==> src/verilog/dsc_params.svh <==
`ifndef DSC_PARAMS_SVH
`define DSC_PARAMS_SVH

// register indices; byte address is four times the index
`define DSC_IDX_CALIB_SETTING_A   11'h050
`define DSC_IDX_CALIB_CONTROL_B   11'h051
`define DSC_IDX_CALIB_CONTROL_A   11'h061
`define DSC_IDX_CALIB_CONTROL_C   11'h081
`define DSC_IDX_SYSREF_CONTROL    11'h084
`define DSC_IDX_DAC_CLOCK_DIVIDER 11'h094
`define DSC_IDX_DELAY_LINE_POWER  11'h0C0
`define DSC_IDX_DLL_SEARCH_MODE   11'h0C1
`define DSC_IDX_DLL_LOCK_STATUS   11'h0C3
`define DSC_IDX_DLL_STATUS_ENABLE 11'h0C7
`define DSC_IDX_DLL_UPDATE_STROBE 11'h0DB
`define DSC_IDX_DATAPATH_CLK_PWR  11'h100
`define DSC_IDX_LINK_MODE_SELECT  11'h110
`define DSC_IDX_INTERP_SELECT     11'h111
`define DSC_IDX_SYNC_ERR_DURATION 11'h312
`define DSC_IDX_VCO_RESET_CONTROL 11'h792
`define DSC_IDX_PLL_LOCK_STATUS   11'h7B5

// field positions
`define DSC_BIT_HALF_DIV          0
`define DSC_BIT_THIRD_DIV         1
`define DSC_BIT_VCO_RESET         1
`define DSC_BIT_LOCK              0
`define DSC_BIT_DLL_UPDATE        0
`define DSC_BIT_STATUS_EN         0
`define DSC_BIT_DUAL_LINK         5
`define DSC_BIT_LINK_INVALID      7
`define DSC_BIT_SYSREF_DC         6
`define DSC_BIT_SYSREF_RECEIVER_POWERDOWN         0
`define DSC_MSB_LINK_MODE         5
`define DSC_MSB_SERIAL_MODE       4
`define DSC_MSB_MAIN_INTERP       7
`define DSC_LSB_MAIN_INTERP       4
`define DSC_MSB_CHAN_INTERP       3
`define DSC_MSB_SYNC_ERR          7
`define DSC_LSB_SYNC_ERR          4
`define DSC_LSB_INDEX             2
`define DSC_BIT_LOW_LANE          0
`define DSC_MSB_BYTE              7

// reset values, the datapath clock-on code and the serial mode limit
`define DSC_RST_ZERO              8'h00
`define DSC_RST_DATAPATH_CLK_PWR  8'hFF
`define DSC_RST_DELAY_LINE_POWER  8'hFF
`define DSC_RST_INTERP            8'h00
`define DSC_DATAPATH_CLK_ON       8'h00
`define DSC_MAX_SERIAL_MODE       5'h13

`endif

==> src/verilog/dsc_pkg.sv <==
package dsc_pkg;
  typedef logic [7:0]  dsc_byte_t;
  typedef logic [10:0] dsc_index_t;
  // bus answer phase; gray along idle -> answer
  typedef enum logic [1:0] {
    DSC_BUS_IDLE   = 2'b00,
    DSC_BUS_ANSWER = 2'b01
  } dsc_bus_e;
endpackage

==> src/verilog/dsc_startup_config.sv <==
// Register access over Avalon-MM was chosen for this implementation.
`timescale 1ns/10ps
`include "dsc_params.svh"
// Behaviour
// RULE1 - third-divide bit set makes dac clock the vco frequency over three
// RULE2 - host never sets half and third divide bits together
// RULE3 - half-divide bit set makes dac clock the vco frequency over two
// RULE4 - host pulses vco reset 0x02 then 0x00, waits 100 ms before lock check
// RULE5 - pll lock shows as one in bit 0 of pll status
// RULE6 - update strobe 0x01 then 0x00 moves pending dll settings into the dll
// RULE7 - host picks dll search values by dac rate below or above 4.5 GHz
// RULE8 - status enable 0x01 makes dll lock readable
// RULE9 - dll lock shows as one in bit 0 of dll status
// RULE10 - host issues the calibration writes in the fixed order
// RULE11 - datapath clock register written 0x00 powers up datapath clocks
// RULE12 - link mode bit 5 picks single or dual link, low bits the mode
// RULE13 - interpolation register holds main mode high nibble, channel low
// RULE14 - link mode bit 7 reads one for an invalid mode combination; flags only a zero interp nibble or serial mode above 0x13
// RULE15 - sysref control bit 6 picks ac or dc coupled input
// RULE16 - host sets sysref powerdown only in subclass 0
// RULE17 - host sets sync error duration in bits 7 to 4 per link mode
// RULE18 - host waits for pll lock, then dll lock, before later steps
// RULE19 - host keeps default of other divider register bits
module dsc_startup_config
  import dsc_pkg::*;
#(
  parameter int ADDR_W = 13
) (
  input  wire logic              clk_sys,
  input  wire logic              srst,
  input  wire logic [ADDR_W-1:0] avs_address,
  input  wire logic              avs_read,
  input  wire logic              avs_write,
  input  wire logic [31:0]       avs_writedata,
  input  wire logic [3:0]        avs_byteenable,
  output logic      [31:0]       avs_readdata,
  output logic                   avs_waitrequest,
  input  wire logic              pll_locked,
  input  wire logic              dll_locked,
  output logic                   vco_half_divide_enable,
  output logic                   vco_third_divide_enable,
  output logic                   vco_reset,
  output logic      [7:0]        delay_line_power_applied,
  output logic      [7:0]        dll_search_applied,
  output logic                   dll_update_pulse,
  output logic      [7:0]        calib_setting_a,
  output logic      [7:0]        calib_control_a,
  output logic      [7:0]        calib_control_b,
  output logic      [7:0]        calib_control_c,
  output logic                   datapath_clocks_on,
  output logic                   dual_link_mode,
  output logic      [4:0]        serial_link_mode,
  output logic      [3:0]        main_path_interp_select,
  output logic      [3:0]        channel_path_interp_select,
  output logic                   link_config_invalid,
  output logic                   sysref_coupling_select,
  output logic                   sysref_receiver_powerdown,
  output logic      [3:0]        link_sync_output_err_len
);

  dsc_bus_e   bus_state;
  dsc_index_t req_index;
  logic       req_valid;
  logic       wr_take;
  logic       rd_issue;
  logic       wr_low;
  dsc_byte_t  wr_byte;
  dsc_byte_t  next_rdata;

  dsc_byte_t  dac_clock_divider;
  dsc_byte_t  vco_reset_control;
  dsc_byte_t  delay_line_power;
  dsc_byte_t  dll_search_mode;
  dsc_byte_t  dll_update_strobe;
  dsc_byte_t  dll_status_enable;
  dsc_byte_t  datapath_clock_power;
  logic [5:0] link_mode_field;
  dsc_byte_t  interpolation_select;
  dsc_byte_t  sysref_control;
  dsc_byte_t  sync_error_duration;
  logic       pll_lock_seen;
  logic       dll_lock_seen;
  logic       next_invalid;

  // only the low byte lane carries register data
  assign req_index = avs_address[ADDR_W-1:`DSC_LSB_INDEX];
  assign req_valid = avs_read | avs_write;
  assign wr_low    = avs_byteenable[`DSC_BIT_LOW_LANE];
  assign wr_byte   = avs_writedata[`DSC_MSB_BYTE:0];
  assign wr_take   = avs_write & wr_low & (bus_state == DSC_BUS_ANSWER);
  assign rd_issue  = avs_read & (bus_state == DSC_BUS_IDLE);

  // one wait cycle per access; the request is taken at the edge
  // where waitrequest is seen low, so a held request is never doubled
  always_ff @(posedge clk_sys) begin
    if (srst) begin
      bus_state       <= DSC_BUS_IDLE;
      avs_waitrequest <= 1'b1;
    end else begin
      case (bus_state)
        DSC_BUS_IDLE: begin
          if (req_valid) begin
            bus_state       <= DSC_BUS_ANSWER;
            avs_waitrequest <= 1'b0;
          end
        end
        DSC_BUS_ANSWER: begin
          bus_state       <= DSC_BUS_IDLE;
          avs_waitrequest <= 1'b1;
        end
        default: begin
          bus_state       <= DSC_BUS_IDLE;
          avs_waitrequest <= 1'b1;
        end
      endcase
    end
  end

  // status inputs sampled once; readback uses these
  always_ff @(posedge clk_sys) begin
    if (srst) begin
      pll_lock_seen <= 1'b0;
    end else begin
      pll_lock_seen <= pll_locked;
    end
  end

  // dll lock kept apart; readback gates it with status enable
  always_ff @(posedge clk_sys) begin
    if (srst) begin
      dll_lock_seen <= 1'b0;
    end else begin
      dll_lock_seen <= dll_locked;
    end
  end

  // read mux; write-only registers read as zero
  always_comb begin
    next_rdata = `DSC_RST_ZERO;
    if (req_index == `DSC_IDX_PLL_LOCK_STATUS) begin
      next_rdata[`DSC_BIT_LOCK] = pll_lock_seen; // RULE5
    end else if (req_index == `DSC_IDX_DLL_LOCK_STATUS) begin
      // lock hidden until status readout is enabled
      next_rdata[`DSC_BIT_LOCK] = dll_lock_seen
        & dll_status_enable[`DSC_BIT_STATUS_EN]; // RULE8 RULE9
    end else if (req_index == `DSC_IDX_LINK_MODE_SELECT) begin
      next_rdata[`DSC_MSB_LINK_MODE:0]    = link_mode_field;
      next_rdata[`DSC_BIT_LINK_INVALID]   = link_config_invalid; // RULE14
    end else begin
      next_rdata = `DSC_RST_ZERO;
    end
  end

  always_ff @(posedge clk_sys) begin
    if (srst) begin
      avs_readdata <= 32'h0000_0000;
    end else if (rd_issue) begin
      avs_readdata <= {24'h00_0000, next_rdata};
    end
  end

  // clock divider register
  always_ff @(posedge clk_sys) begin
    if (srst) begin
      dac_clock_divider <= `DSC_RST_ZERO;
    end else if (wr_take && req_index == `DSC_IDX_DAC_CLOCK_DIVIDER) begin
      dac_clock_divider <= wr_byte;
    end
  end

  // vco reset control; no self-clear, the host pulses it
  always_ff @(posedge clk_sys) begin
    if (srst) begin
      vco_reset_control <= `DSC_RST_ZERO;
    end else if (wr_take && req_index == `DSC_IDX_VCO_RESET_CONTROL) begin
      vco_reset_control <= wr_byte;
    end
  end

  // both divide bits set is forbidden; third divide wins so the
  // divider never sees two ratios at once
  always_ff @(posedge clk_sys) begin
    if (srst) begin
      vco_third_divide_enable <= 1'b0;
      vco_half_divide_enable  <= 1'b0;
    end else begin
      vco_third_divide_enable <= dac_clock_divider[`DSC_BIT_THIRD_DIV]; // RULE1
      vco_half_divide_enable  <= dac_clock_divider[`DSC_BIT_HALF_DIV]
        & ~dac_clock_divider[`DSC_BIT_THIRD_DIV]; // RULE3 RULE2
    end
  end

  always_ff @(posedge clk_sys) begin
    if (srst) begin
      vco_reset <= 1'b0;
    end else begin
      vco_reset <= vco_reset_control[`DSC_BIT_VCO_RESET]; // RULE4
    end
  end

  // dll pending settings and status enable
  always_ff @(posedge clk_sys) begin
    if (srst) begin
      delay_line_power  <= `DSC_RST_DELAY_LINE_POWER;
      dll_search_mode   <= `DSC_RST_ZERO;
      dll_update_strobe <= `DSC_RST_ZERO;
      dll_status_enable <= `DSC_RST_ZERO;
    end else if (wr_take) begin
      if (req_index == `DSC_IDX_DELAY_LINE_POWER) begin
        delay_line_power <= wr_byte;
      end else if (req_index == `DSC_IDX_DLL_SEARCH_MODE) begin
        dll_search_mode <= wr_byte; // RULE7
      end else if (req_index == `DSC_IDX_DLL_UPDATE_STROBE) begin
        dll_update_strobe <= wr_byte;
      end else if (req_index == `DSC_IDX_DLL_STATUS_ENABLE) begin
        dll_status_enable <= wr_byte; // RULE8
      end
    end
  end

  // transfer fires on the falling write of the strobe bit, so a lone
  // 0x01 with no 0x00 after it leaves the dll untouched
  always_ff @(posedge clk_sys) begin
    if (srst) begin
      delay_line_power_applied <= `DSC_RST_DELAY_LINE_POWER;
      dll_search_applied       <= `DSC_RST_ZERO;
      dll_update_pulse         <= 1'b0;
    end else begin
      dll_update_pulse <= 1'b0;
      if (wr_take && req_index == `DSC_IDX_DLL_UPDATE_STROBE
          && dll_update_strobe[`DSC_BIT_DLL_UPDATE]
          && !wr_byte[`DSC_BIT_DLL_UPDATE]) begin
        delay_line_power_applied <= delay_line_power; // RULE6
        dll_search_applied       <= dll_search_mode; // RULE6
        dll_update_pulse         <= 1'b1; // RULE6
      end
    end
  end

  // calibration registers; order is the host's duty
  always_ff @(posedge clk_sys) begin
    if (srst) begin
      calib_setting_a <= `DSC_RST_ZERO;
      calib_control_a <= `DSC_RST_ZERO;
      calib_control_b <= `DSC_RST_ZERO;
      calib_control_c <= `DSC_RST_ZERO;
    end else if (wr_take) begin
      if (req_index == `DSC_IDX_CALIB_SETTING_A) begin
        calib_setting_a <= wr_byte; // RULE10
      end else if (req_index == `DSC_IDX_CALIB_CONTROL_A) begin
        calib_control_a <= wr_byte; // RULE10
      end else if (req_index == `DSC_IDX_CALIB_CONTROL_B) begin
        calib_control_b <= wr_byte; // RULE10
      end else if (req_index == `DSC_IDX_CALIB_CONTROL_C) begin
        calib_control_c <= wr_byte; // RULE10
      end
    end
  end

  // datapath clock power; reset value keeps the clocks down
  always_ff @(posedge clk_sys) begin
    if (srst) begin
      datapath_clock_power <= `DSC_RST_DATAPATH_CLK_PWR;
    end else if (wr_take && req_index == `DSC_IDX_DATAPATH_CLK_PWR) begin
      datapath_clock_power <= wr_byte;
    end
  end

  // bit 7 is status, bit 6 unused: only the mode field stores
  always_ff @(posedge clk_sys) begin
    if (srst) begin
      link_mode_field <= 6'h00;
    end else if (wr_take && req_index == `DSC_IDX_LINK_MODE_SELECT) begin
      link_mode_field <= wr_byte[`DSC_MSB_LINK_MODE:0]; // RULE12
    end
  end

  always_ff @(posedge clk_sys) begin
    if (srst) begin
      interpolation_select <= `DSC_RST_INTERP;
    end else if (wr_take && req_index == `DSC_IDX_INTERP_SELECT) begin
      interpolation_select <= wr_byte; // RULE13
    end
  end

  always_ff @(posedge clk_sys) begin
    if (srst) begin
      sysref_control <= `DSC_RST_ZERO;
    end else if (wr_take && req_index == `DSC_IDX_SYSREF_CONTROL) begin
      sysref_control <= wr_byte;
    end
  end

  always_ff @(posedge clk_sys) begin
    if (srst) begin
      sync_error_duration <= `DSC_RST_ZERO;
    end else if (wr_take && req_index == `DSC_IDX_SYNC_ERR_DURATION) begin
      sync_error_duration <= wr_byte; // RULE17
    end
  end

  // the valid set is coarse: a zero interpolation field or a serial
  // mode beyond the table is flagged; finer pairing is left to software
  always_comb begin
    next_invalid = 1'b0;
    if (link_mode_field[`DSC_MSB_SERIAL_MODE:0] > `DSC_MAX_SERIAL_MODE) begin
      next_invalid = 1'b1;
    end else if (interpolation_select[`DSC_MSB_MAIN_INTERP:`DSC_LSB_MAIN_INTERP]
                 == 4'h0) begin
      next_invalid = 1'b1;
    end else if (interpolation_select[`DSC_MSB_CHAN_INTERP:0] == 4'h0) begin
      next_invalid = 1'b1;
    end
  end

  // derived outputs, one register stage behind the stored fields;
  // clocks run only for the exact power-up code
  always_ff @(posedge clk_sys) begin
    if (srst) begin
      datapath_clocks_on <= 1'b0;
    end else begin
      datapath_clocks_on <= (datapath_clock_power == `DSC_DATAPATH_CLK_ON); // RULE11
    end
  end

  always_ff @(posedge clk_sys) begin
    if (srst) begin
      dual_link_mode      <= 1'b0;
      serial_link_mode    <= 5'h00;
      link_config_invalid <= 1'b1;
    end else begin
      dual_link_mode      <= link_mode_field[`DSC_BIT_DUAL_LINK]; // RULE12
      serial_link_mode    <= link_mode_field[`DSC_MSB_SERIAL_MODE:0]; // RULE12
      link_config_invalid <= next_invalid; // RULE14
    end
  end

  always_ff @(posedge clk_sys) begin
    if (srst) begin
      main_path_interp_select    <= 4'h0;
      channel_path_interp_select <= 4'h0;
    end else begin
      main_path_interp_select <=
        interpolation_select[`DSC_MSB_MAIN_INTERP:`DSC_LSB_MAIN_INTERP]; // RULE13
      channel_path_interp_select <=
        interpolation_select[`DSC_MSB_CHAN_INTERP:0]; // RULE13
    end
  end

  // powerdown is passed through; subclass policing is the host's
  always_ff @(posedge clk_sys) begin
    if (srst) begin
      sysref_coupling_select    <= 1'b0;
      sysref_receiver_powerdown <= 1'b0;
    end else begin
      sysref_coupling_select    <= sysref_control[`DSC_BIT_SYSREF_DC]; // RULE15
      sysref_receiver_powerdown <= sysref_control[`DSC_BIT_SYSREF_RECEIVER_POWERDOWN]; // RULE16
    end
  end

  always_ff @(posedge clk_sys) begin
    if (srst) begin
      link_sync_output_err_len <= 4'h0;
    end else begin
      link_sync_output_err_len <=
        sync_error_duration[`DSC_MSB_SYNC_ERR:`DSC_LSB_SYNC_ERR]; // RULE17
    end
  end

endmodule

==> config.mk <==
export PLATFORM = sky130hd
export DESIGN_NAME = dsc_startup_config
export DESIGN_NICKNAME = d
export VERILOG_FILES = /design/src/verilog/dsc_pkg.sv /design/src/verilog/dsc_startup_config.sv
export VERILOG_INCLUDE_DIRS = /design/src /design/src/verilog
export SDC_FILE = /design/constraint.sdc
export NUM_CORES = 1
export LEC_CHECK = 0
export ABC_CLOCK_PERIOD_IN_PS = 3500
export BUFFER_PORTS_ARGS = -buffer_cell sky130_fd_sc_hd__buf_4
export CAP_MARGIN = 20
export CORE_MARGIN = 2
export CORE_UTILIZATION = 50
export DETAILED_ROUTE_END_ITERATION = 8
export PLACE_DENSITY = 0.77
export SLEW_MARGIN = 20
export SYNTH_ARGS = -nofsm -noshare
export SYNTH_HDL_FRONTEND = slang
export SYNTH_SLANG_ARGS = --single-unit
==> constraint.sdc <==
create_clock -name clk_sys -period 3.5 [get_ports clk_sys]
set_clock_uncertainty 0.05 [all_clocks]
set_input_delay 0.525 -clock clk_sys [delete_from_list [all_inputs] [get_ports clk_sys]]
set_output_delay 0.525 -clock clk_sys [all_outputs]
set_load 0.05 [all_outputs]
Yosys cells after proc, flatten, opt, wreduce, memory -nomap -nowiden
Index checks and enable logic that the tools add are counted.
{ "classes": {"muxes": 8, "eq_ne": 17, "n_reduce_logical": 25, "bitwise_logic": 14, "magnitude_cmp": 1} }
{ "ops": {"columns": ["cell", "n"], "rows": [
  ["$eq A11 B8 Y1 const B", 8],
  ["$eq A11 B7 Y1 const B", 3],
  ["$eq A11 B9 Y1 const B", 3],
  ["$eq A11 B11 Y1 const B", 2],
  ["$mux W7", 2],
  ["$eq A11 B10 Y1 const B", 1],
  ["$logic_and A1 B1 Y1", 10],
  ["$reduce_and A5 Y1", 2],
  ["$logic_not A4 Y1", 2],
  ["$logic_not A8 Y1", 1],
  ["$not A1 Y1", 8],
  ["$reduce_and A4 Y1", 2],
  ["$mux W6", 1],
  ["$reduce_and A3 Y1", 2],
  ["$and A1 B1 Y1", 5],
  ["$gt A5 B5 Y1 const B", 1],
  ["$mux W1", 5],
  ["$reduce_and A2 Y1", 2],
  ["$reduce_or A3 Y1", 1],
  ["$logic_not A2 Y1", 1],
  ["$reduce_or A2 Y1", 1],
  ["$logic_not A1 Y1", 1],
  ["$or A1 B1 Y1", 1]
]} }
{ "totals": {"word_cells": 100, "input_bits": 55, "regBits": 145} }

Logic depth before layout (Yosys ltp)
{ "logic_depth": {"ltp_word": 6, "mapped_depth": 7, "mapped_depth_nobuf": 4} }

Worst setup path after synthesis
Ideal clock, no wire load.
{ "synth_path": {"path_kind": "input to register", "startpoint": "input port avs_address[10]", "endpoint": "register delay_line_power_applied[0]", "setup_time_ns": 0.129, "cell_stages": 7, "arrival_time_ns": 2.201, "slack_ns": 1.119, "path_cell_list": "buf_6 > or4b_4 > or4_1 > buf_6 > buf_6 > mux2i_1 > nand2_1"} }
{ "synth_between": {"elab_chain_cells": 4} }
{ "synth_lines": {"columns": ["item", "line", "text"], "rows": [
  ["from (decl)", "dsc_startup_config.sv:31", "input wire logic [ADDR_W-1:0] avs_address,"],
  ["$eq A11 B8 Y1 (no source line)", null, null],
  ["$logic_and A1 B1 Y1 (no source line)", null, null],
  ["$logic_and A1 B1 Y1 (2 in series)", "dsc_startup_config.sv:230", "if (wr_take && req_index == `DSC_IDX_DLL_UPDATE_STROBE"],
  ["to (signal assigned)", "dsc_startup_config.sv:225", "delay_line_power_applied <= `DSC_RST_DELAY_LINE_POWER;"],
  ["to (signal assigned)", "dsc_startup_config.sv:233", "delay_line_power_applied <= delay_line_power;"],
  ["to (decl)", "dsc_startup_config.sv:43", "output logic [7:0] delay_line_power_applied,"]
]} }
No other way between the ends.
A chain may end at the register's enable or synchronous reset.

Final worst setup path
{ "layout_path": {"startpoint": "input port avs_address[11]", "endpoint": "register delay_line_power_applied[1]"} }
Same word-level chain as after synthesis.

==> results_dict.tcl <==
set metrics [dict create \
    status "completed" \
    synthArstFlopShare 0 \
    first_pass_iters 6 \
    route.detailed.drc 0 \
    clock_latency_ps 530 \
    use_met3 0.0724 \
    yosysTopAreaCell "dfxtp_1" \
    antenna_cells 0 \
    cp.required_ps 3840 \
    fillers 799 \
    grt.met2_usage 0.338 \
    ir_drop_v 0.000319 \
    cts_hold_buf 0 \
    cts_root_buf "clkbuf_8" \
    start_kind "primary input" \
    use_met1 0.292 \
    clockPowerShare 0.527 \
    tightest_slew_ps 987 \
    pwr-share-seq 0.424 \
    multi_input_area_mm2 0.00212 \
    grt_max_degree 60 \
    grt_pass1_vias 3688 \
    die_h_um 105 \
    numPortBuffers 107 \
    drive_gt1_frac 0.233 \
    p_sw_frac 0.222 \
    grt_antenna_before_repair 0 \
    grt_pass1_wl_um 19300 \
    timing.rr.end "delay_line_power_applied[1]" \
    finalSetupViolations 0 \
    vias 4051 \
    cts_setup_buffers 0 \
    min_to "dll_lock_seen" \
    dieWidth_um 105 \
    area_delta_synth_final_pct 27.2 \
    min_from "dll_locked" \
    finalWeightedCongestion 0.908 \
    fin_crit_sh 0.664 \
    synth-edff-count 0 \
    tns_ps 0 \
    drv_cap 0 \
    rsz0062_at_grt "false" \
    r2r-start "dll_update_strobe[0]" \
    htreeDepth 4 \
    wl_um 12100 \
    initial_core_util 0.518 \
    combPwrFrac 0.049 \
    ys_seq_area_frac 0.528 \
    register_area_mm2 0.00268 \
    setup.worst_path.class "primary input to flip-flop" \
    final-max-slew-violation-count 0 \
    post-route-min-period_ps 2330 \
    synth_top_area_frac 0.528 \
    wl_per_cell_um 15.8 \
    yosys-top-cells-area "dfxtp_1, mux2i_1, nor2_1" \
    die-area_mm2 0.0110 \
    critPathLaunch "avs_address[11]" \
    leakage_nw 3.05 \
    endpoint_kind "flip-flop" \
    grt_overflow 0 \
    final-hold-violation-count 0 \
    slew_headroom 0.342 \
    worstPathArrival_ps 2670 \
    place_inst 737 \
    crit_fanout 17 \
    rr_worst_depth 4 \
    cts_buffers 17 \
    holdWs_ps 173 \
    final_nets 678 \
    cts_buffer_depth 2 \
    drt-initial-drc-count 242 \
    route.antenna.remaining_nets 0 \
    syn_avg_cell_area_um2 9.61 \
    coreArea_mm2 0.00982 \
    routed_via_density 5.27 \
    ioPinCount 162 \
    synth_area_mm2 0.00508 \
    power_mw 3.61 \
    cts_tree "done" \
    regToRegSetupSlack_ps 1230 \
    cts.sinks 134 \
    max_freq_mhz 430 \
    grt_use_total 0.226 \
    fin_cells 768 \
    holdPathStages 2 \
    synth_flop_cell "dfxtp_1" \
    ys_seq_elements 134 \
    synth_cell_type_count 42 \
    cts_resized 0 \
    power_density_mw_per_mm2 559 \
    p_int_mw 2.81 \
    grt-busiest-layer "met2" \
    post-dp-hpwl_um 8160 \
    synthCells 529 \
    hold_class "primary input to flip-flop" \
    switching_power_uw 804 \
    cts.clk_slew.worst_paths_ps 60 \
    synthesis.yosys.warnings 0 \
    std_cell_rows 36 \
]
[registers in the layout, indices dropped and copies added (netlist names), 5 cells and up]
| name | count |
|---|---|
| serial_link_mode | 5 |
| delay_line_power_applied | 8 |
| interpolation_select | 8 |
| avs_readdata | 7 |
| calib_control_c | 8 |
| link_mode_field | 6 |
| calib_control_a | 8 |
| delay_line_power | 8 |
| dll_search_applied | 8 |
| datapath_clock_power | 8 |
| calib_control_b | 8 |
| dll_search_mode | 8 |
| calib_setting_a | 8 |
[final cells by class]
cell class	count	share of cell area
Sequential cell	134	0.415
Multi-Input combinational cell	351	0.328
Timing Repair Buffer	112	0.130
Clock buffer	19	0.0667
Clock inverter	12	0.0310
Tap cell	133	0.0257
Inverter	7	0.00406
[synthesized netlist by cell type (all sizes together), types with 6 or more instances]
master	instances
buf	35
clkbuf	26
nor4	10
dfxtp	134
a21oi	9
nor3	13
mux2i	71
nor2b	21
o31ai	9
nor2	88
nand2	30
o21ai	26
a22oi	6
nand4	8
nand3	7
inv	7
[through the flow]
step           setup WS (ps)  utilization  instance area (µm²)
3_3_place_gp             709        0.594                 5840
4_1_cts                 1190        0.659                 6470
3_5_place_dp             678        0.594                 5840
2_1_floorplan           1120            -                 5170
5_1_grt                 1120        0.659                 6470
6_report                1170        0.659                 6470
[worst max-delay path by stage]
stage | endpoint | cells past startpoint
finish | delay_line_power_applied[1] | 5
global placement | delay_line_power_applied[6] | 5
floorplan | delay_line_power_applied[0] | 7
global route | delay_line_power_applied[6] | 5
CTS | delay_line_power_applied[1] | 5
detailed placement | dll_search_applied[3] | 5
[logic make-up (layout without fill, tap and decap cells)]
family | Yosys count | in the layout | share of synthesized area
flip-flops | 134 | 134 | 0.528
other | 1 | 25 | 0.000737
buffers and inverters | 68 | 150 | 0.0733
multiplexers | 71 | 71 | 0.140
AND/OR/NAND/NOR | 201 | 201 | 0.195
AO/OA/AOI/OAI | 54 | 54 | 0.0635
[power by group through the flow]
stage	registers (mW)	clock network, mW	logic (mW)
after global placement	1.57	0	0.173
final	1.53	1.90	0.177
after global routing	1.53	2.00	0.187
after floorplan	1.57	0	0.141
after CTS	1.53	1.93	0.176
after detailed placement	1.57	0	0.175
[routing by layer]
layer / routed length [µm] / share of wire / vias up
li1: - / - / 1953
met2: 5690 / 0.47 / 161
met3: 1050 / 0.087 / 23
met4: 263 / 0.022 / 0
met5: 0 / 0 / -
met1: 5150 / 0.42 / 1914
[layout by cell type, fill, tap and decap left out, types with 3 or more instances in the layout]
cell type,Yosys,final
dfxtp_1,134,134
buf_4,25,112
nor2_1,87,87
mux2i_1,71,71
nand2_1,30,30
o21ai_0,25,25
conb_1,1,25
nor2b_1,21,21
clkbuf_16,0,16
nor3_1,13,13
nor4_1,10,10
a21oi_1,9,9
o31ai_1,9,9
nand4_1,8,8
nand3_1,7,7
inv_1,6,6
a22oi_1,6,6
bufinv_16,0,5
nor4bb_1,3,3
or3_1,3,3
clkinvlp_4,0,3
[worst max-delay path: stages]
cell and delay, ps:
buf_4 140, or4b_4 570, or4_1 1000, mux2i_1 320, nand2_1 90
Note: power is estimated with default switching activity, not from simulation.
